[src/rtl/tdcs_pkg.sv]
package tdcs_pkg;

  // ----------------------------------------
  // Register map
  // ----------------------------------------
  localparam logic [11:0] TDCS_ADDR_COUNTS = 12'h000;
  localparam logic [11:0] TDCS_ADDR_CMD = 12'h004;
  localparam logic [11:0] TDCS_ADDR_ORDER = 12'h008;
  localparam logic [11:0] TDCS_ADDR_ERR = 12'h00C;

  // ----------------------------------------
  // Field layout
  // ----------------------------------------
  localparam int TDCS_ERR_SUMMARY = 0;
  localparam int TDCS_ERR_ITLV = 9;
  localparam int TDCS_ERR_OUTP = 10;
  localparam int TDCS_ERR_MEMACC = 11;
  localparam int TDCS_ERR_ITER = 14;
  localparam logic [31:0] TDCS_ERR_MASK = 32'h00004E01;
  localparam logic [31:0] TDCS_ORDER_MASK = 32'h00000003;
  localparam logic [31:0] TDCS_CMD_MASK = 32'h00000007;
  localparam logic [15:0] TDCS_CNT_MAX = 16'hFFFF;
  localparam logic [2:0] TDCS_MAP_STATE_COUNT = 3'h6;

  // ----------------------------------------
  // Commands and states
  // ----------------------------------------
  typedef enum logic [2:0] {
    TDCS_CMD_NONE = 3'h0,
    TDCS_CMD_START = 3'h1,
    TDCS_CMD_RSV2 = 3'h2,
    TDCS_CMD_RSV3 = 3'h3,
    TDCS_CMD_DBG_INIT = 3'h4,
    TDCS_CMD_DBG_STEP = 3'h5,
    TDCS_CMD_DBG_RUN = 3'h6,
    TDCS_CMD_SOFT_RST = 3'h7
  } tdcs_cmd_t;

  typedef enum logic [2:0] {
    TDCS_ST_IDLE = 3'b000,
    TDCS_ST_INIT = 3'b100,
    TDCS_ST_RUN = 3'b001,
    TDCS_ST_HALT0 = 3'b101,
    TDCS_ST_STEP = 3'b111,
    TDCS_ST_HALT6 = 3'b110,
    TDCS_ST_END = 3'b011
  } tdcs_state_t;

  // Datapath events in one bundle
  typedef struct packed {
    logic map_done;
    logic last_map;
    logic reenc_err_plain;
    logic reenc_err_itlv;
    logic mem_access;
    logic mem_access_allowed;
  } tdcs_dp_ev_t;

  // Configuration seen at start
  typedef struct packed {
    logic [4:0] min_iter;
    logic [4:0] max_iter;
    logic shared_processing;
    logic out_param_read;
    logic itlv_load;
    logic other_cfg_err;
  } tdcs_cfg_t;

  typedef struct packed {
    logic extrinsic_byte_view;
    logic interleaver_halfword_view;
  } tdcs_order_t;

endpackage

[src/rtl/tdcs_apb_slave.sv]
`timescale 1ns/1ps
module tdcs_apb_slave (
  input wire logic pclk,
  input wire logic presetn,
  input wire logic psel,
  input wire logic penable,
  input wire logic pwrite,
  input wire logic [11:0] paddr,
  input wire logic [31:0] pwdata,
  input wire logic [31:0] rdata_in,
  input wire logic decode_ok,
  output logic wr_stb,
  output logic pready,
  output logic pslverr,
  output logic [31:0] prdata
);
  import tdcs_pkg::*;

  // ----------------------------------------
  // Zero wait state access phase
  // ----------------------------------------
  wire access_ph = psel && penable;
  wire setup_ph = psel && !penable;
  logic pready_reg;
  logic pslverr_reg;
  logic [31:0] prdata_reg;

  // Answer registered in setup so outputs come from flops
  always_ff @(posedge pclk or negedge presetn) begin
    if (!presetn) begin
      pready_reg <= 1'b0;
      pslverr_reg <= 1'b0;
      prdata_reg <= 32'h00000000;
    end else begin
      pready_reg <= setup_ph;
      pslverr_reg <= setup_ph && !decode_ok;
      prdata_reg <= (setup_ph && !pwrite && decode_ok) ? rdata_in : 32'h00000000;
    end
  end

  assign wr_stb = access_ph && pwrite && pready_reg && decode_ok;
  assign pready = pready_reg;
  assign pslverr = pslverr_reg;
  assign prdata = prdata_reg;

  logic unused_ok;
  assign unused_ok = &{1'b0, pwdata[0]};
endmodule // tdcs_apb_slave

[src/rtl/tdcs_ctrl.sv]
`timescale 1ns/1ps
// Contract
// - Upper count half: interleaved re-encode errors
// - Lower count half: plain re-encode errors
// - Command 0 idle, 1 starts decode
// - Command 4: initialize, halt in state 0
// - Command 5: one MAP, halt state 6
// - Command 6: finish remaining MAPs normally
// - Command 7: reset all but command, order
// - Reserved bits read zero, writes ignored
// - Bit 1 selects extrinsic byte view
// - Bit 0 selects halfword view, big-endian
// - Any error raises host interrupt
// - Bit 14: minimum iterations above maximum
// - Bit 11: memory accessed when forbidden
// - Bit 10: shared mode output read
// - Bit 0: summary of configuration errors
// - Bit 9: shared mode interleaver load
module tdcs_ctrl (
  input wire logic pclk,
  input wire logic presetn,
  input wire logic psel,
  input wire logic penable,
  input wire logic pwrite,
  input wire logic [11:0] paddr,
  input wire logic [31:0] pwdata,
  output logic pready,
  output logic pslverr,
  output logic [31:0] prdata,
  input wire logic big_endian,
  input wire tdcs_pkg::tdcs_cfg_t cfg,
  input wire tdcs_pkg::tdcs_dp_ev_t dp_ev,
  output tdcs_pkg::tdcs_order_t order_view,
  output logic decode_go,
  output logic decode_busy,
  output logic [2:0] map_state,
  output logic err_irq
);
  import tdcs_pkg::*;

  // ----------------------------------------
  // Bus decode
  // ----------------------------------------
  logic wr_stb;
  logic [31:0] rdata_mux;
  logic [15:0] cnt_plain_reg, cnt_plain_next;
  logic [15:0] cnt_itlv_reg, cnt_itlv_next;
  logic [2:0] cmd_reg;
  logic [1:0] order_reg;
  logic [14:0] err_reg, err_next;
  tdcs_state_t state_reg, state_next;
  logic [2:0] mstate_reg, mstate_next;
  tdcs_order_t order_view_reg;
  logic irq_reg;
  logic go_reg;
  logic busy_reg;

  wire sel_counts = (paddr == TDCS_ADDR_COUNTS);
  wire sel_cmd = (paddr == TDCS_ADDR_CMD);
  wire sel_order = (paddr == TDCS_ADDR_ORDER);
  wire sel_err = (paddr == TDCS_ADDR_ERR);
  wire decode_ok = sel_counts | sel_cmd | sel_order | sel_err;

  // Command register is write only, so it reads zero
  assign rdata_mux = sel_counts ? {cnt_itlv_reg, cnt_plain_reg} :
                     sel_order ? ({30'h00000000, order_reg} & TDCS_ORDER_MASK) :
                     sel_err ? ({17'h00000, err_reg} & TDCS_ERR_MASK) :
                     32'h00000000;

  tdcs_apb_slave u_apb (
    .pclk(pclk),
    .presetn(presetn),
    .psel(psel),
    .penable(penable),
    .pwrite(pwrite),
    .paddr(paddr),
    .pwdata(pwdata),
    .rdata_in(rdata_mux),
    .decode_ok(decode_ok),
    .wr_stb(wr_stb),
    .pready(pready),
    .pslverr(pslverr),
    .prdata(prdata)
  );

  // ----------------------------------------
  // Command decode
  // ----------------------------------------
  wire [2:0] wcode = pwdata[2:0] & TDCS_CMD_MASK[2:0];
  wire cmd_wr = wr_stb && sel_cmd;
  wire do_soft = cmd_wr && (wcode == TDCS_CMD_SOFT_RST);
  wire idle_like = (state_reg == TDCS_ST_IDLE);
  wire do_start = cmd_wr && (wcode == TDCS_CMD_START) && idle_like;
  wire do_dinit = cmd_wr && (wcode == TDCS_CMD_DBG_INIT) && idle_like;
  wire halted = (state_reg == TDCS_ST_HALT0) || (state_reg == TDCS_ST_HALT6);
  wire do_step = cmd_wr && (wcode == TDCS_CMD_DBG_STEP) && halted;
  wire do_run = cmd_wr && (wcode == TDCS_CMD_DBG_RUN) && halted;
  wire any_start = do_start || do_dinit;
  wire debug_cmd = (cmd_reg >= TDCS_CMD_DBG_INIT) && (cmd_reg != TDCS_CMD_SOFT_RST);

  // ----------------------------------------
  // Decode sequencer
  // ----------------------------------------
  always_comb begin
    state_next = state_reg;
    mstate_next = mstate_reg;
    case (state_reg)
      TDCS_ST_IDLE: begin
        if (do_start) begin
          state_next = TDCS_ST_RUN;
        end else if (do_dinit) begin
          state_next = TDCS_ST_INIT;
        end
      end
      TDCS_ST_INIT: begin
        state_next = TDCS_ST_HALT0;
        mstate_next = 3'h0;
      end
      TDCS_ST_HALT0, TDCS_ST_HALT6: begin
        if (do_step) begin
          state_next = TDCS_ST_STEP;
        end else if (do_run) begin
          state_next = TDCS_ST_RUN;
        end
      end
      TDCS_ST_STEP: begin
        if (dp_ev.map_done) begin
          state_next = TDCS_ST_HALT6;
          mstate_next = TDCS_MAP_STATE_COUNT;
        end
      end
      TDCS_ST_RUN: begin
        if (dp_ev.map_done && dp_ev.last_map) begin
          state_next = TDCS_ST_END;
        end
      end
      TDCS_ST_END: begin
        state_next = TDCS_ST_IDLE;
        mstate_next = 3'h0;
      end
      default: begin
        state_next = TDCS_ST_IDLE;
      end
    endcase
    if (do_soft) begin
      state_next = TDCS_ST_IDLE;
      mstate_next = 3'h0;
    end
  end

  // ----------------------------------------
  // Counters and error flags
  // ----------------------------------------
  function automatic logic [15:0] sat_inc(input logic [15:0] v, input logic ev);
    sat_inc = (ev && v != TDCS_CNT_MAX) ? v + 16'h0001 : v;
  endfunction

  // Counters restart with each new decode
  assign cnt_plain_next = (do_soft || any_start) ? 16'h0000 : sat_inc(cnt_plain_reg, dp_ev.reenc_err_plain);
  assign cnt_itlv_next = (do_soft || any_start) ? 16'h0000 : sat_inc(cnt_itlv_reg, dp_ev.reenc_err_itlv);

  wire e_iter = cfg.min_iter > cfg.max_iter;
  wire e_outp = cfg.shared_processing && cfg.out_param_read;
  wire e_itlv = cfg.shared_processing && cfg.itlv_load;
  wire cfg_bad = e_iter | e_outp | e_itlv | cfg.other_cfg_err;
  // Access allowed when mem_access_allowed is set or while halted in debug
  wire e_mem = dp_ev.mem_access && !(dp_ev.mem_access_allowed || (halted && debug_cmd));

  always_comb begin
    err_next = (do_soft || any_start) ? 15'h0000 : err_reg;
    if (any_start) begin
      err_next[TDCS_ERR_ITER] = e_iter;
      err_next[TDCS_ERR_OUTP] = e_outp;
      err_next[TDCS_ERR_ITLV] = e_itlv;
      err_next[TDCS_ERR_SUMMARY] = cfg_bad;
    end
    // Set wins over soft reset clear
    if (e_mem) begin
      err_next[TDCS_ERR_MEMACC] = 1'b1;
    end
  end

  // ----------------------------------------
  // Registers
  // ----------------------------------------
  always_ff @(posedge pclk or negedge presetn) begin
    if (!presetn) begin
      cmd_reg <= 3'h0;
      order_reg <= 2'h0;
      cnt_plain_reg <= 16'h0000;
      cnt_itlv_reg <= 16'h0000;
      err_reg <= 15'h0000;
      state_reg <= TDCS_ST_IDLE;
      mstate_reg <= 3'h0;
    end else begin
      if (cmd_wr) begin
        cmd_reg <= wcode;
      end
      if (wr_stb && sel_order) begin
        order_reg <= pwdata[1:0];
      end
      cnt_plain_reg <= cnt_plain_next;
      cnt_itlv_reg <= cnt_itlv_next;
      err_reg <= err_next;
      state_reg <= state_next;
      mstate_reg <= mstate_next;
    end
  end

  // Halfword view only meaningful in big-endian operation
  always_ff @(posedge pclk or negedge presetn) begin
    if (!presetn) begin
      order_view_reg <= '0;
      irq_reg <= 1'b0;
      go_reg <= 1'b0;
      busy_reg <= 1'b0;
    end else begin
      order_view_reg.extrinsic_byte_view <= order_reg[1];
      order_view_reg.interleaver_halfword_view <= order_reg[0] & big_endian;
      irq_reg <= |err_next;
      go_reg <= any_start || do_step || do_run;
      // Busy taken from the next state so the pin stays a flop
      busy_reg <= (state_next != TDCS_ST_IDLE);
    end
  end

  assign order_view = order_view_reg;
  assign err_irq = irq_reg;
  assign decode_go = go_reg;
  assign decode_busy = busy_reg;
  assign map_state = mstate_reg;

  // ----------------------------------------
  // Checks
  // ----------------------------------------
  property p_irq_follows;
    @(posedge pclk) disable iff (!presetn) (|err_reg) |-> err_irq;
  endproperty
  a_irq_follows: assert property (p_irq_follows) else $error("irq low with error set");

  property p_iter_err;
    @(posedge pclk) disable iff (!presetn) (any_start && e_iter) |=> err_reg[TDCS_ERR_ITER] && err_reg[TDCS_ERR_SUMMARY];
  endproperty
  a_iter_err: assert property (p_iter_err) else $error("iteration error not flagged");

  property p_mem_err;
    @(posedge pclk) disable iff (!presetn) e_mem |=> err_reg[TDCS_ERR_MEMACC];
  endproperty
  a_mem_err: assert property (p_mem_err) else $error("memory access error lost");

  property p_outp_err;
    @(posedge pclk) disable iff (!presetn) (any_start && e_outp) |=> err_reg[TDCS_ERR_OUTP];
  endproperty
  a_outp_err: assert property (p_outp_err) else $error("output read error missing");

  property p_itlv_err;
    @(posedge pclk) disable iff (!presetn) (any_start && e_itlv) |=> err_reg[TDCS_ERR_ITLV];
  endproperty
  a_itlv_err: assert property (p_itlv_err) else $error("interleaver load error missing");

  property p_dinit_halt;
    @(posedge pclk) disable iff (!presetn) (do_dinit && !do_soft) |=> ##1 (state_reg == TDCS_ST_HALT0 && map_state == 3'h0);
  endproperty
  a_dinit_halt: assert property (p_dinit_halt) else $error("debug init did not halt");

  property p_step_halt;
    @(posedge pclk) disable iff (!presetn)
      (state_reg == TDCS_ST_STEP && dp_ev.map_done && !do_soft) |=> (state_reg == TDCS_ST_HALT6 && map_state == 3'h6);
  endproperty
  a_step_halt: assert property (p_step_halt) else $error("step did not halt in state 6");

  property p_soft_keep;
    @(posedge pclk) disable iff (!presetn) do_soft |=> (cmd_reg == 3'h7 && cnt_plain_reg == 16'h0000 && $stable(order_reg));
  endproperty
  a_soft_keep: assert property (p_soft_keep) else $error("soft reset effect wrong");

  property p_rsv_zero;
    @(posedge pclk) disable iff (!presetn) pready && !pwrite && psel && sel_err |-> prdata[31:15] == 17'h00000;
  endproperty
  a_rsv_zero: assert property (p_rsv_zero) else $error("reserved bits nonzero");

  property p_ignore_dbg;
    @(posedge pclk) disable iff (!presetn) (cmd_wr && wcode == TDCS_CMD_DBG_STEP && idle_like) |=> !decode_busy;
  endproperty
  a_ignore_dbg: assert property (p_ignore_dbg) else $error("stray debug command acted");

  property p_half_view;
    @(posedge pclk) disable iff (!presetn) !big_endian |=> !order_view.interleaver_halfword_view;
  endproperty
  a_half_view: assert property (p_half_view) else $error("halfword view active in little-endian");

  property p_cnt_clear;
    @(posedge pclk) disable iff (!presetn) any_start |=> (cnt_plain_reg == 16'h0000 && cnt_itlv_reg == 16'h0000);
  endproperty
  a_cnt_clear: assert property (p_cnt_clear) else $error("counts not cleared at start");

  property p_itlv_count;
    @(posedge pclk) disable iff (!presetn)
      (dp_ev.reenc_err_itlv && !do_soft && !any_start && cnt_itlv_reg != TDCS_CNT_MAX) |=>
      (cnt_itlv_reg == $past(cnt_itlv_reg) + 16'h0001);
  endproperty
  a_itlv_count: assert property (p_itlv_count) else $error("interleaved count missed an error");

  property p_go_pulse;
    @(posedge pclk) disable iff (!presetn) any_start |=> decode_go;
  endproperty
  a_go_pulse: assert property (p_go_pulse) else $error("start not passed to datapath");

  c_start: cover property (@(posedge pclk) disable iff (!presetn) do_start);
  c_step: cover property (@(posedge pclk) disable iff (!presetn) state_reg == TDCS_ST_HALT6);
  c_end: cover property (@(posedge pclk) disable iff (!presetn) state_reg == TDCS_ST_END);
  c_soft: cover property (@(posedge pclk) disable iff (!presetn) do_soft);
endmodule // tdcs_ctrl

[config.mk]
export PLATFORM = sky130hd
export DESIGN_NAME = tdcs_ctrl
export DESIGN_NICKNAME = d
export VERILOG_FILES = /design/src/rtl/tdcs_pkg.sv /design/src/rtl/tdcs_apb_slave.sv /design/src/rtl/tdcs_ctrl.sv
export SDC_FILE = /design/constraint.sdc
export NUM_CORES = 1
export LEC_CHECK = 0
export ABC_AREA = 1
export BUFFER_PORTS_ARGS = -buffer_cell sky130_fd_sc_hd__buf_2
export CAP_MARGIN = 20
export CORE_UTILIZATION = 35
export DETAILED_ROUTE_END_ITERATION = 10
export GPL_ROUTABILITY_DRIVEN = 0
export GPL_TIMING_DRIVEN = 0
export SLEW_MARGIN = 20
export SYNTH_ARGS = -nofsm -noshare
export SYNTH_HDL_FRONTEND = slang
export SYNTH_SLANG_ARGS = --single-unit
[constraint.sdc]
create_clock -name pclk -period 1.8 [get_ports pclk]
set_input_delay 0.54 -clock pclk [delete_from_list [all_inputs] [get_ports pclk]]
set_output_delay 0.54 -clock pclk [all_outputs]
set_load 0.02 [all_outputs]
* Word level (Yosys, flattened, before mapping)
Cells that the tools add are included.
Storage, ports and cells: flip-flop bits (word level) 97, input port bits 70, output and inout port bits 42
Cells by class: $add $sub $neg 2, order comparisons 2, equal/unequal tests 18, muxes and demuxes 24, bitwise logic cells 7, reductions and logical operators 47
Operators with widths (number):
- 16-bit two-way mux | 4
- 32-bit two-way mux | 2
- 15-bit two-way mux | 3
- 16-bit by 1-bit adder with 16-bit output, second input constant | 2
- 16-bit inequality test, second input constant | 2
- 1-bit logical AND | 27
- 3-bit two-way mux | 9
- 12-bit by 4-bit == test with 1-bit output, second input constant | 2
- 3-bit == test, second input constant | 8
- 3-bit one-hot mux with 5 select lines | 1
- 15-bit OR reduction | 1
- 12-bit by 3-bit == test with 1-bit output, second input constant | 1
- 12-bit zero test | 1
- 3-bit by 1-bit == test with 1-bit output, second input constant | 2
- 1-bit logical OR | 6
- 3-bit inequality test, second input constant | 2
- 1-bit OR | 6
- 3-bit one-hot mux with 2 select lines | 1
- 3-bit nonzero test | 2
- 5-bit greater-than comparator | 1
- 1-bit zero test | 4
- 2-bit nonzero test | 2
- 2-bit OR reduction | 2
- 3-bit by 2-bit == test with 1-bit output, second input constant | 1
- 6 further kinds | 8

* Logic depth before layout (Yosys ltp)
Gate-level depths: netlist of run 1.
depth in word-level cells 13, gate-level depth with buffers 13, mapped depth without buffers 13

* By module
Synthesis of run 1 repeated with hierarchy kept, for this count alone.
Unflattened totals: cells, all modules 605, area total of the unflattened synthesis 4808.4 um2
By module, submodules not included:
- tdcs_ctrl | instances 1, cells an instance 495, area each 3632.2 um2, seq. area each 1526.5 um2
- tdcs_apb_slave | instances 1, cells an instance 110, area each 1176.1 um2, seq. area each 850.8 um2

* Worst setup path after synthesis of run 1
Ideal clock, no wire load.
path kind input -> register, start input paddr[11], end register cnt_plain_reg[3], library setup time 128 ps, arrival 1666 ps, data required time 1672 ps, path slack 6 ps, stages 10, path through nor2_2 -> nand2_2 -> nor2_8 -> nand3_4 -> nor2_4 -> inv_2 -> o21ai_4 -> inv_6 -> o21ai_2 -> a21oi_1
Between the ends: cells in the longest elaborated chain, start to end 11
Ends and longest elaborated chain:
- start, declared | line tdcs_ctrl.sv:25 | input wire logic [11:0] paddr,
- 12-bit by 3-bit == test with 1-bit output / 12-bit zero test (equally long branches) | line tdcs_ctrl.sv:59, tdcs_ctrl.sv:58
- 1-bit OR (3 in series) | line tdcs_ctrl.sv:62 | wire decode_ok = sel_counts | sel_cmd | sel_order | sel_err;
- 1-bit logical AND | line tdcs_apb_slave.sv:41 | assign wr_stb = access_ph && pwrite && pready_reg && decode_ok;
- 1-bit logical AND (*) | line tdcs_ctrl.sv:90 | wire cmd_wr = wr_stb && sel_cmd;
- 1-bit logical AND (on tied branches) (2 in series) | line tdcs_ctrl.sv:93, tdcs_ctrl.sv:94
- 1-bit logical OR | line tdcs_ctrl.sv:98 | wire any_start = do_start || do_dinit;
- 1-bit logical OR (*) | line tdcs_ctrl.sv:159 | assign cnt_plain_next = (do_soft || any_start) ? 16'h0000 : sat_inc(cnt_plain_reg, dp_ev.reenc_err_plain);
- 16-bit two-way mux / 2-bit nonzero test (equally long branches)
- end signal, assigned | line tdcs_ctrl.sv:202 | cnt_plain_reg <= cnt_plain_next;
- end, declared | line tdcs_ctrl.sv:46 | logic [15:0] cnt_plain_reg, cnt_plain_next;
Every way passes the cells marked *; elsewhere a longest branch is shown, timed or not. A chain may end at the register's enable or synchronous reset.

* Final worst setup path of run 1
start input paddr[7], end register cnt_plain_reg[15]
Same word-level chain as after synthesis.

==> results.py, run 1 <==
metrics = {
    "min_path": {
        "min_path_type": "in -> async",
    },
    "grt": {
        "grt_pass1_vias": 3882,
        "grt_pass1_wl_um": 17800,
        "grt_start_max_net_pins": 69,
        "met2_usage": 0.274,
        "globalRoute.totalOverflow": 0,
        "antenna_found_initial": 0,
        "use_met3": 0.0348,
        "grt_usage": 0.171,
        "grt_util_met1": 0.227,
        "top_usage_layer": "met2",
    },
    "sta": {
        "worstMarginPinSlew_ps": 539,
        "setup_viol": 0,
        "rsz0062_at_grt": "yes",
        "fin_crit_ps": 1800,
        "finalHoldViolations": 0,
        "slew_viol_final": 0,
        "fin_setup_tns_ps": 0,
        "fin_crit_sh": 0.999,
        "relSlewSlack": 0.640,
        "finClkSkew_ps": 5.45,
        "fmax_mhz": 556,
    },
    "clock_tree": {
        "cts_made_buffers": 9,
        "clock_sinks": 95,
        "htree_num_levels": 3,
        "cts-root-buf": "clkbuf_16",
        "clk_pin_slew_ps": 60,
        "insertion_delay_ps": 330,
        "cts_tree": "done",
        "cts.path.max_buffers": 2,
    },
    "status": {
        "status": "finished, final reports clean",
    },
    "synth": {
        "yosysTopAreaCell": "dfrtp_1",
        "synth_warnings": 0,
        "synth_area_leaders": "dfrtp_1 (52%), nand2_1 (7.6%), inv_1 (5.8%)",
        "synth_cell_type_count": 44,
        "synthTopCellsByCount": "dfrtp_1 (95), nand2_1 (92), inv_1 (70)",
        "async_flop_share": 1.00,
        "netlist_area_um2": 4560,
        "synth_ff_type": "dfrtp_1",
        "synth_top_area_share": 0.521,
        "synth_edf_count": 0,
        "syn_area_per_cell_um2": 8.64,
        "ys_seq_elements": 95,
        "yosysMostFrequentCell": "dfrtp_1",
        "synth_cells": 528,
        "yosysSeqAreaShare": 0.521,
        "syn-num-nets": 605,
    },
    "die": {
        "initial_core_util": 0.360,
        "coreArea_um2": 12700,
        "dieArea_um2": 13500,
        "die_w_um": 116,
        "io_pins": 112,
        "dieHeight_um": 116,
        "rows": 41,
    },
    "setup_path": {
        "crit_type": "in -> reg",
        "crit_required_ps": 2030,
        "crit_family": "simple AND/OR/NAND/NOR gates",
        "regToRegEndpoint": "cnt_plain_reg[9]",
        "slowest_delay_ps": 190,
        "crit_top_cell": "nand2_2",
        "cp-start-kind": "input port",
        "r2r_start": "state_reg[2]",
        "end_kind": "flop",
        "critical_path_buf_inv_count": 5,
        "r2r_slack_ps": 50,
        "critical_path_arrival_ps": 2030,
        "cp_cell_sequence": "buf_2 > nor2_1 > nand2_2 > nor2_8 > nand3_4 > nor2_4 > nand2_2 > nand2_2 > inv_2 > o21ai_4 > buf_12 > buf_6 > a21oi_2 > nand2_1 > inv_1",
        "critPathMaxFanout": 8,
        "reg2regPathDepth": 12,
        "worst_path_max_delay_cell": "nor2_8",
    },
    "power_and_ir_drop": {
        "comb_power_share": 0.157,
        "p_sw_mw": 1.49,
        "irDropWorstVdd_mv": 0.432,
        "pwr-share-seq": 0.475,
        "switching_share": 0.284,
        "p_leak_nw": 3.11,
        "internal-power_mw": 3.76,
        "p_per_area_nw_per_um2": 865,
        "clkPwrFrac": 0.368,
    },
    "finish": {
        "nFillCells": 1210,
        "syn_to_final_growth_pct": 33.3,
        "largest_reg_flops": 32,
        "final_cells": 826,
        "drive_gt1_frac": 0.355,
        "antenna_cells": 0,
        "fin_nets": 726,
    },
    "detailed_routing": {
        "drtPass1Iterations": 4,
        "ant_nets": 0,
        "dr.first_iter.drc_count": 180,
        "drc_errors": 0,
        "wl_um": 11100,
        "post_drt_wl_per_cell_um": 13.4,
        "routed_via_density": 4.87,
        "via_count": 4023,
    },
    "run": {
        "max-cap-violations": 0,
    },
    "placement": {
        "dp_cells": 782,
        "hpwl_um": 7740,
        "portBuffers": 81,
    },
}
## logic make-up (layout without fill, tap and decap cells)
| kind of cell | after synthesis | after routing | synth area share |
|---|---|---|---|
| AND/OR/NAND/NOR | 266 | 266 | 0.285 |
| adder cells (fa/ha/maj) | 7 | 7 | 0.0192 |
| AO/OA/AOI/OAI | 66 | 66 | 0.0884 |
| other | 1 | 1 | 0.000822 |
| XOR/XNOR | 3 | 3 | 0.00576 |
| flip-flops | 95 | 95 | 0.521 |
| buffers and inverters | 90 | 216 | 0.0790 |
## metrics by stage
stage	utilization	setup WS, ps	cell area [um2]	power (mW)	hold WS [ps]
global placement	0.409	-713	5180	3.14	406
detailed placement	0.411	-454	5210	3.17	414
floorplan	-	5.89	4560	2.93	244
finish	0.480	2.12	6080	5.26	70.4
global route	0.480	-109	6080	5.51	86.0
CTS	0.448	-11.8	5670	5.20	72.8
## worst max-delay path by stage
| stage | start | to | slack [ps] | cells past startpoint |
|---|---|---|---|---|
| 2_1_floorplan | paddr[11] | cnt_plain_reg[3] | 6 | 10 |
| 3_3_place_gp | presetn | err_reg[5] | -710 | 1 |
| 3_5_place_dp | paddr[1] | u_apb.prdata[3] | -450 | 7 |
| 4_1_cts | cnt_itlv_reg[0] | cnt_itlv_reg[14] | -10 | 10 |
| 5_1_grt | paddr[7] | cnt_plain_reg[15] | -110 | 15 |
| 6_report | paddr[7] | cnt_plain_reg[15] | 2 | 15 |
## power groups by stage
| stage | Clock (mW) | Sequential, mW | Combinational, mW |
|---|---|---|---|
| 3_5_place_dp | 0 | 2.51 | 0.659 |
| 6_report | 1.93 | 2.50 | 0.824 |
| 3_3_place_gp | 0 | 2.51 | 0.633 |
| 2_1_floorplan | 0 | 2.48 | 0.452 |
| 4_1_cts | 1.98 | 2.47 | 0.746 |
| 5_1_grt | 2.06 | 2.52 | 0.933 |
## what timing repair did
action                                  in CTS  in global routing
gates resized for setup                     22                 71
endpoints found under the setup margin      27                 62
cloned                                       0                  2
pin swaps                                    6                 32
hold buffers                                 0                  0
setup buffers                                6                 20
## final cells by class
cell class	instances	area, um2	share of cell area
Inverter	80	315	0.0519
Sequential cell	95	2380	0.392
Tap cell	172	215	0.0354
Timing Repair inverter	1	6.26	0.00103
Clock buffer	12	256	0.0422
Timing Repair Buffer	109	672	0.111
Multi-Input combinational cell	343	2110	0.347
Clock inverter	4	53.8	0.00885
Buffer	10	68.8	0.0113
## layout by cell type, fill, tap and decap left out, types with 9 or more instances in the layout
cell type   n
buf_4      29
nand3_2    13
o21ai_0    13
o21ai_2     9
nand2_2     9
a21oi_1    24
dfrtp_1    91
nand2_1    85
nor2_1     45
buf_2      80
nand3_1    19
nor2_4     15
clkbuf_16   9
nor3_1     37
inv_1      66
inv_2      10
## per-layer routing
layer  vias to the layer above  part of all wire
li1                       1967                 -
met4                         0             0.019
met5                         -                 0
met2                        99              0.49
met3                        18             0.047
met1                      1939              0.44
Power figures use the tool's default switching activity.
==> run 2: changes to the inputs <==
Settings changed: CELL_PAD_IN_SITES_DETAIL_PLACEMENT from default to 0, CELL_PAD_IN_SITES_GLOBAL_PLACEMENT from default to 1, PLACE_DENSITY_LB_ADDON from default to 0.1, SLEW_MARGIN 20 to default.
==> run 2 against run 1 <==
Fmax grew 2.2%. Worst setup slack improved by 39 ps. Final cell count decreased by 0.73%. Count of clock-buffer cells in the layout decreased by 1. Design area fell by 1.1%. Critical path depth shrank 1. Critical endpoint unchanged. Combinational power about the same. Sequential cell count stayed put.
==> results.py, run 2 (synthesized netlist as in run 1, its figures left out) <==
metrics = {
    "status": {
        "status": "finished, final reports clean",
    },
    "clock_tree": {
        "htree_num_levels": 3,
        "insertion_delay_ps": 350,
        "cts_made_buffers": 9,
        "cts-root-buf": "clkbuf_16",
        "clock_sinks": 95,
        "clk_pin_slew_ps": 60,
        "cts_tree": "done",
        "cts.path.max_buffers": 2,
        "cts_hold_buf": 0,
    },
    "sta": {
        "fin_crit_ps": 1760,
        "fmax_mhz": 568,
        "fin_setup_tns_ps": 0,
        "rsz0062_at_grt": "yes",
        "worstMarginPinSlew_ps": 515,
        "finalHoldViolations": 0,
        "slew_viol_final": 0,
        "finClkSkew_ps": 9.66,
        "setup_viol": 0,
        "fin_crit_sh": 0.977,
        "relSlewSlack": 0.657,
    },
    "detailed_routing": {
        "drc_errors": 0,
        "drtPass1Iterations": 4,
        "post_drt_wl_per_cell_um": 13.8,
        "dr.first_iter.drc_count": 158,
        "ant_nets": 0,
        "wl_um": 11300,
        "routed_via_density": 4.68,
        "via_count": 3837,
    },
    "die": {
        "initial_core_util": 0.360,
        "io_pins": 112,
        "coreArea_um2": 12700,
        "die_w_um": 116,
        "rows": 41,
        "dieHeight_um": 116,
        "dieArea_um2": 13500,
    },
    "setup_path": {
        "critPathMaxFanout": 8,
        "end_kind": "flop",
        "crit_type": "in -> reg",
        "crit_required_ps": 2040,
        "cp-start-kind": "input port",
        "reg2regPathDepth": 11,
        "critical_path_arrival_ps": 2000,
    },
    "finish": {
        "final_cells": 820,
        "nFillCells": 1265,
        "antenna_cells": 0,
        "layout_commonest_cell": "dfrtp_1",
        "fin_nets": 721,
        "stdcell_area_um2": 6010,
        "mostFrequentLayoutCells": "dfrtp_1 (91), nand2_1 (86), buf_2 (81)",
        "drive_gt1_frac": 0.340,
        "syn_to_final_growth_pct": 31.9,
        "largest_reg_flops": 32,
    },
    "power_and_ir_drop": {
        "irDropWorstVdd_mv": 0.381,
        "p_leak_nw": 3.08,
        "power.total_mw": 5.32,
        "p_per_area_nw_per_um2": 885,
    },
    "grt": {
        "globalRoute.totalOverflow": 0,
        "antenna_found_initial": 0,
        "grt_start_max_net_pins": 59,
        "grt_usage": 0.179,
        "grt_pass1_vias": 3751,
        "grt_pass1_wl_um": 18100,
    },
    "placement": {
        "dp_cells": 782,
        "hpwl_um": 7920,
        "portBuffers": 81,
        "placed_area_um2": 5210,
    },
    "min_path": {
        "min_path_type": "in -> async",
    },
    "run": {
        "max-cap-violations": 0,
    },
}
[run 2: cell count changes in the layout (fill, tap and decap cells not counted), moves of 3 or more]
cell,before,now
a21oi_1,24,28
a21oi_2,5,1
buf_4,29,25
buf_6,6,3
inv_6,0,3
[run 2: layer usage]
| metal | wire length (um) | GRT usage | share of wire | vias up |
|---|---|---|---|---|
| met5 | 0 | 0 | 0 | - |
| met4 | 273 | 0.0915 | 0.024 | 0 |
| met3 | 289 | 0.0254 | 0.026 | 16 |
| met2 | 5350 | 0.285 | 0.47 | 77 |
| met1 | 5410 | 0.239 | 0.48 | 1789 |
| li1 | - | - | - | 1955 |
[run 2: repair_timing]
action                     4_1_cts  5_1_grt
pin swaps                        7       19
setup endpoints to repair       52       67
gates cloned                     0        2
setup buffers                    3       18
resized for setup               31       52
[run 2: path summary, 6_finish.rpt]
kind	startpoint	to	slack, ps
max	paddr[8]	cnt_plain_reg[15]	40
min	presetn	u_apb.prdata[26]	150
max reg2reg	cnt_itlv_reg[0]	cnt_itlv_reg[15]	90
min reg2reg	order_reg[1]	order_view[1]	460
max in group asynchronous	presetn	cnt_plain_reg[5]	990
min in group pclk	big_endian	order_view[0]	370
[run 2: through the flow]
stage | utilization | hold WS, ps | worst slack [ps]
after global placement | 0.409 | 438 | -803
final | 0.475 | 148 | 40.8
after CTS | 0.447 | 166 | -1.64
after global routing | 0.475 | 187 | -57.5
after detailed placement | 0.411 | 441 | -515
after floorplan | - | 244 | 5.89
[run 2: report_power, final]
part	total (mW)	switching [mW]	internal [mW]	leakage, nW
clock network	1.99	0.836	1.15	0.144
registers	2.51	0.207	2.30	1.15
logic	0.823	0.514	0.309	1.78
[run 2: critical path, stage by stage]
cell	delay (ps)
buf_2	110
nor2_4	130
nand2_4	80
nor2_8	170
nand3_4	120
nor2_4	160
nand2_2	90
nand2_4	70
inv_2	70
o21ai_4	120
buf_12	150
a21oi_1	50
nand2_1	90
inv_1	40
[run 2: final cells by class]
class,count,area (um2),share of cell area
Multi-Input combinational cell,344,2100,0.350
Clock inverter,4,53.8,0.00895
Timing Repair inverter,1,6.26,0.00104
Inverter,80,318,0.0529
Timing Repair Buffer,103,606,0.101
Sequential cell,95,2380,0.396
Tap cell,172,215,0.0358
Clock buffer,11,253,0.0420
Buffer,10,77.6,0.0129
==> run 3: changes to the inputs <==
Settings changed: PLACE_DENSITY from default to 0.79, PLACE_DENSITY_LB_ADDON 0.1 to default.
==> run 3 against run 2 <==
Non-clock buffer count rose by 11. Via count grew 3.0%. Wire length down 3.3%. Power is 0.56% higher. Design area grew 1.3%. Sequential cell count did not move. Count of clock-buffer cells in the layout fell by 2. Sequential power hardly changed. Global-route usage decreased by 0.56 points. Die area unchanged. Fmax decreased by 0.55%. Register-to-register slack worse by 50 ps.
==> results.py, run 3 (synthesized netlist as in run 1, its figures left out) <==
metrics = {
    "die": {
        "rows": 41,
        "coreArea_um2": 12700,
        "die_w_um": 116,
        "initial_core_util": 0.360,
        "dieHeight_um": 116,
        "io_pins": 112,
        "dieArea_um2": 13500,
    },
    "power_and_ir_drop": {
        "p_per_area_nw_per_um2": 878,
        "internal-power_mw": 3.83,
        "comb_power_share": 0.153,
        "irDropWorstVdd_mv": 0.403,
        "switching_share": 0.284,
        "p_leak_nw": 3.12,
        "power.total_mw": 5.35,
        "pwr-share-seq": 0.467,
        "p_sw_mw": 1.52,
        "clkPwrFrac": 0.381,
    },
    "sta": {
        "slew_viol_final": 0,
        "setup_viol": 0,
        "setup_ws_ps": 31.0,
        "relSlewSlack": 0.642,
        "fin_setup_tns_ps": 0,
        "worstMarginPinSlew_ps": 538,
        "finClkSkew_ps": 8.76,
        "whs_ps": 90.8,
        "rsz0062_at_grt": "yes",
        "fin_crit_ps": 1770,
        "fin_crit_sh": 0.983,
        "fmax_mhz": 565,
        "finalHoldViolations": 0,
    },
    "detailed_routing": {
        "routed_via_density": 4.76,
        "drtPass1Iterations": 5,
        "wl_um": 10900,
        "dr.first_iter.drc_count": 173,
        "drc_errors": 0,
        "post_drt_wl_per_cell_um": 13.2,
        "via_count": 3952,
        "ant_nets": 0,
    },
    "setup_path": {
        "critical_path_arrival_ps": 2000,
        "r2r_slack_ps": 40,
        "slowest_delay_ps": 240,
        "worst_path_max_delay_cell": "nor2_2",
        "crit_required_ps": 2030,
        "critical_path_buf_inv_count": 2,
        "cp_cell_sequence": "buf_6 > nor2_2 > nand2_2 > nor2_8 > nand4_1 > nor2_2 > nor2_4 > nand3_2 > nand2_2 > inv_2 > nand2_2 > nor2_2 > nand2_1",
        "cp-start-kind": "input port",
        "end_kind": "flop",
        "crit_family": "simple AND/OR/NAND/NOR gates",
        "critPathMaxFanout": 8,
        "crit_type": "in -> reg",
    },
    "finish": {
        "largest_reg_flops": 32,
        "regArea_um2": 2380,
        "antenna_cells": 0,
        "syn_to_final_growth_pct": 33.6,
        "drive_gt1_frac": 0.353,
        "layout_commonest_cell": "dfrtp_1",
        "multiInputGateArea_um2": 2090,
        "stdcell_area_um2": 6090,
        "mostFrequentLayoutCells": "dfrtp_1 (92), nand2_1 (83), buf_2 (79)",
        "nFillCells": 1212,
        "fin_nets": 730,
    },
    "clock_tree": {
        "cts_hold_buf": 0,
        "clock_sinks": 95,
        "insertion_delay_ps": 340,
        "cts_made_buffers": 9,
        "clk_pin_slew_ps": 70,
        "cts_tree": "done",
        "htree_num_levels": 3,
        "cts.path.max_buffers": 2,
        "cts-root-buf": "clkbuf_16",
    },
    "status": {
        "status": "finished, final reports clean",
    },
    "grt": {
        "grt_pass1_wl_um": 17900,
        "grt_pass1_vias": 3781,
        "grt_usage": 0.173,
        "globalRoute.totalOverflow": 0,
        "grt_start_max_net_pins": 75,
        "antenna_found_initial": 0,
    },
    "min_path": {
        "min_path_type": "in -> async",
    },
    "placement": {
        "dp_slack_ps": -514,
        "portBuffers": 81,
        "placed_area_um2": 5210,
        "hpwl_um": 7680,
    },
    "run": {
        "max-cap-violations": 0,
    },
}
run 3: changes by cell type in the layout (fill, tap and decap cells not counted), sizes merged:
cell / change
o21ai: -1
inv: -1
bufinv: +1
buf: +11
clkbuf: -2
clkinv: +2
run 3: stage by stage:
stage / instances / util
CTS: 808 / 0.452
detailed placement: 782 / 0.411
finish: 830 / 0.481
global placement: 781 / 0.409
floorplan: 528 / -
global route: 830 / 0.481
run 3: cell type report:
class / instances / area share
buffer: 10 / 0.0136
clock buffer: 9 / 0.0370
clock inverter: 7 / 0.0160
inverter: 80 / 0.0518
multi-input combinational: 343 / 0.343
sequential: 95 / 0.391
tap: 172 / 0.0353
timing repair buffer: 114 / 0.113
run 3: power groups by stage:
stage | logic, mW | clock network [mW] | registers [mW]
2_1_floorplan | 0.452 | 0 | 2.48
3_3_place_gp | 0.634 | 0 | 2.51
3_5_place_dp | 0.659 | 0 | 2.51
4_1_cts | 0.724 | 2.07 | 2.48
5_1_grt | 0.929 | 2.19 | 2.52
6_report | 0.816 | 2.04 | 2.50
run 3: routing by layer:
layer | vias up | track usage | share of wire
li1 | 1977 | - | -
met3 | 15 | 0.0363 | 0.039
met2 | 93 | 0.288 | 0.48
met5 | - | 0 | 0
met1 | 1867 | 0.229 | 0.47
met4 | 0 | 0.0513 | 0.016
run 3: timing repair:
item,in CTS,in global routing
pin swaps,10,26
buffers inserted,10,21
gates resized for setup,28,58
gates cloned,0,1
setup endpoints to repair,48,70
run 3: path summary, 6_finish.rpt:
kind | start | to | cells after the start
setup / recovery | paddr[6] | err_irq | 13
hold / removal | presetn | u_apb.prdata[24] | 1
hold reg to reg | order_reg[1] | order_view[1] | 0
setup reg to reg | u_apb.pready | err_irq | 11
max in group asynchronous | presetn | cnt_plain_reg[5] | 2
min in group pclk | order_reg[1] | order_view[1] | 0
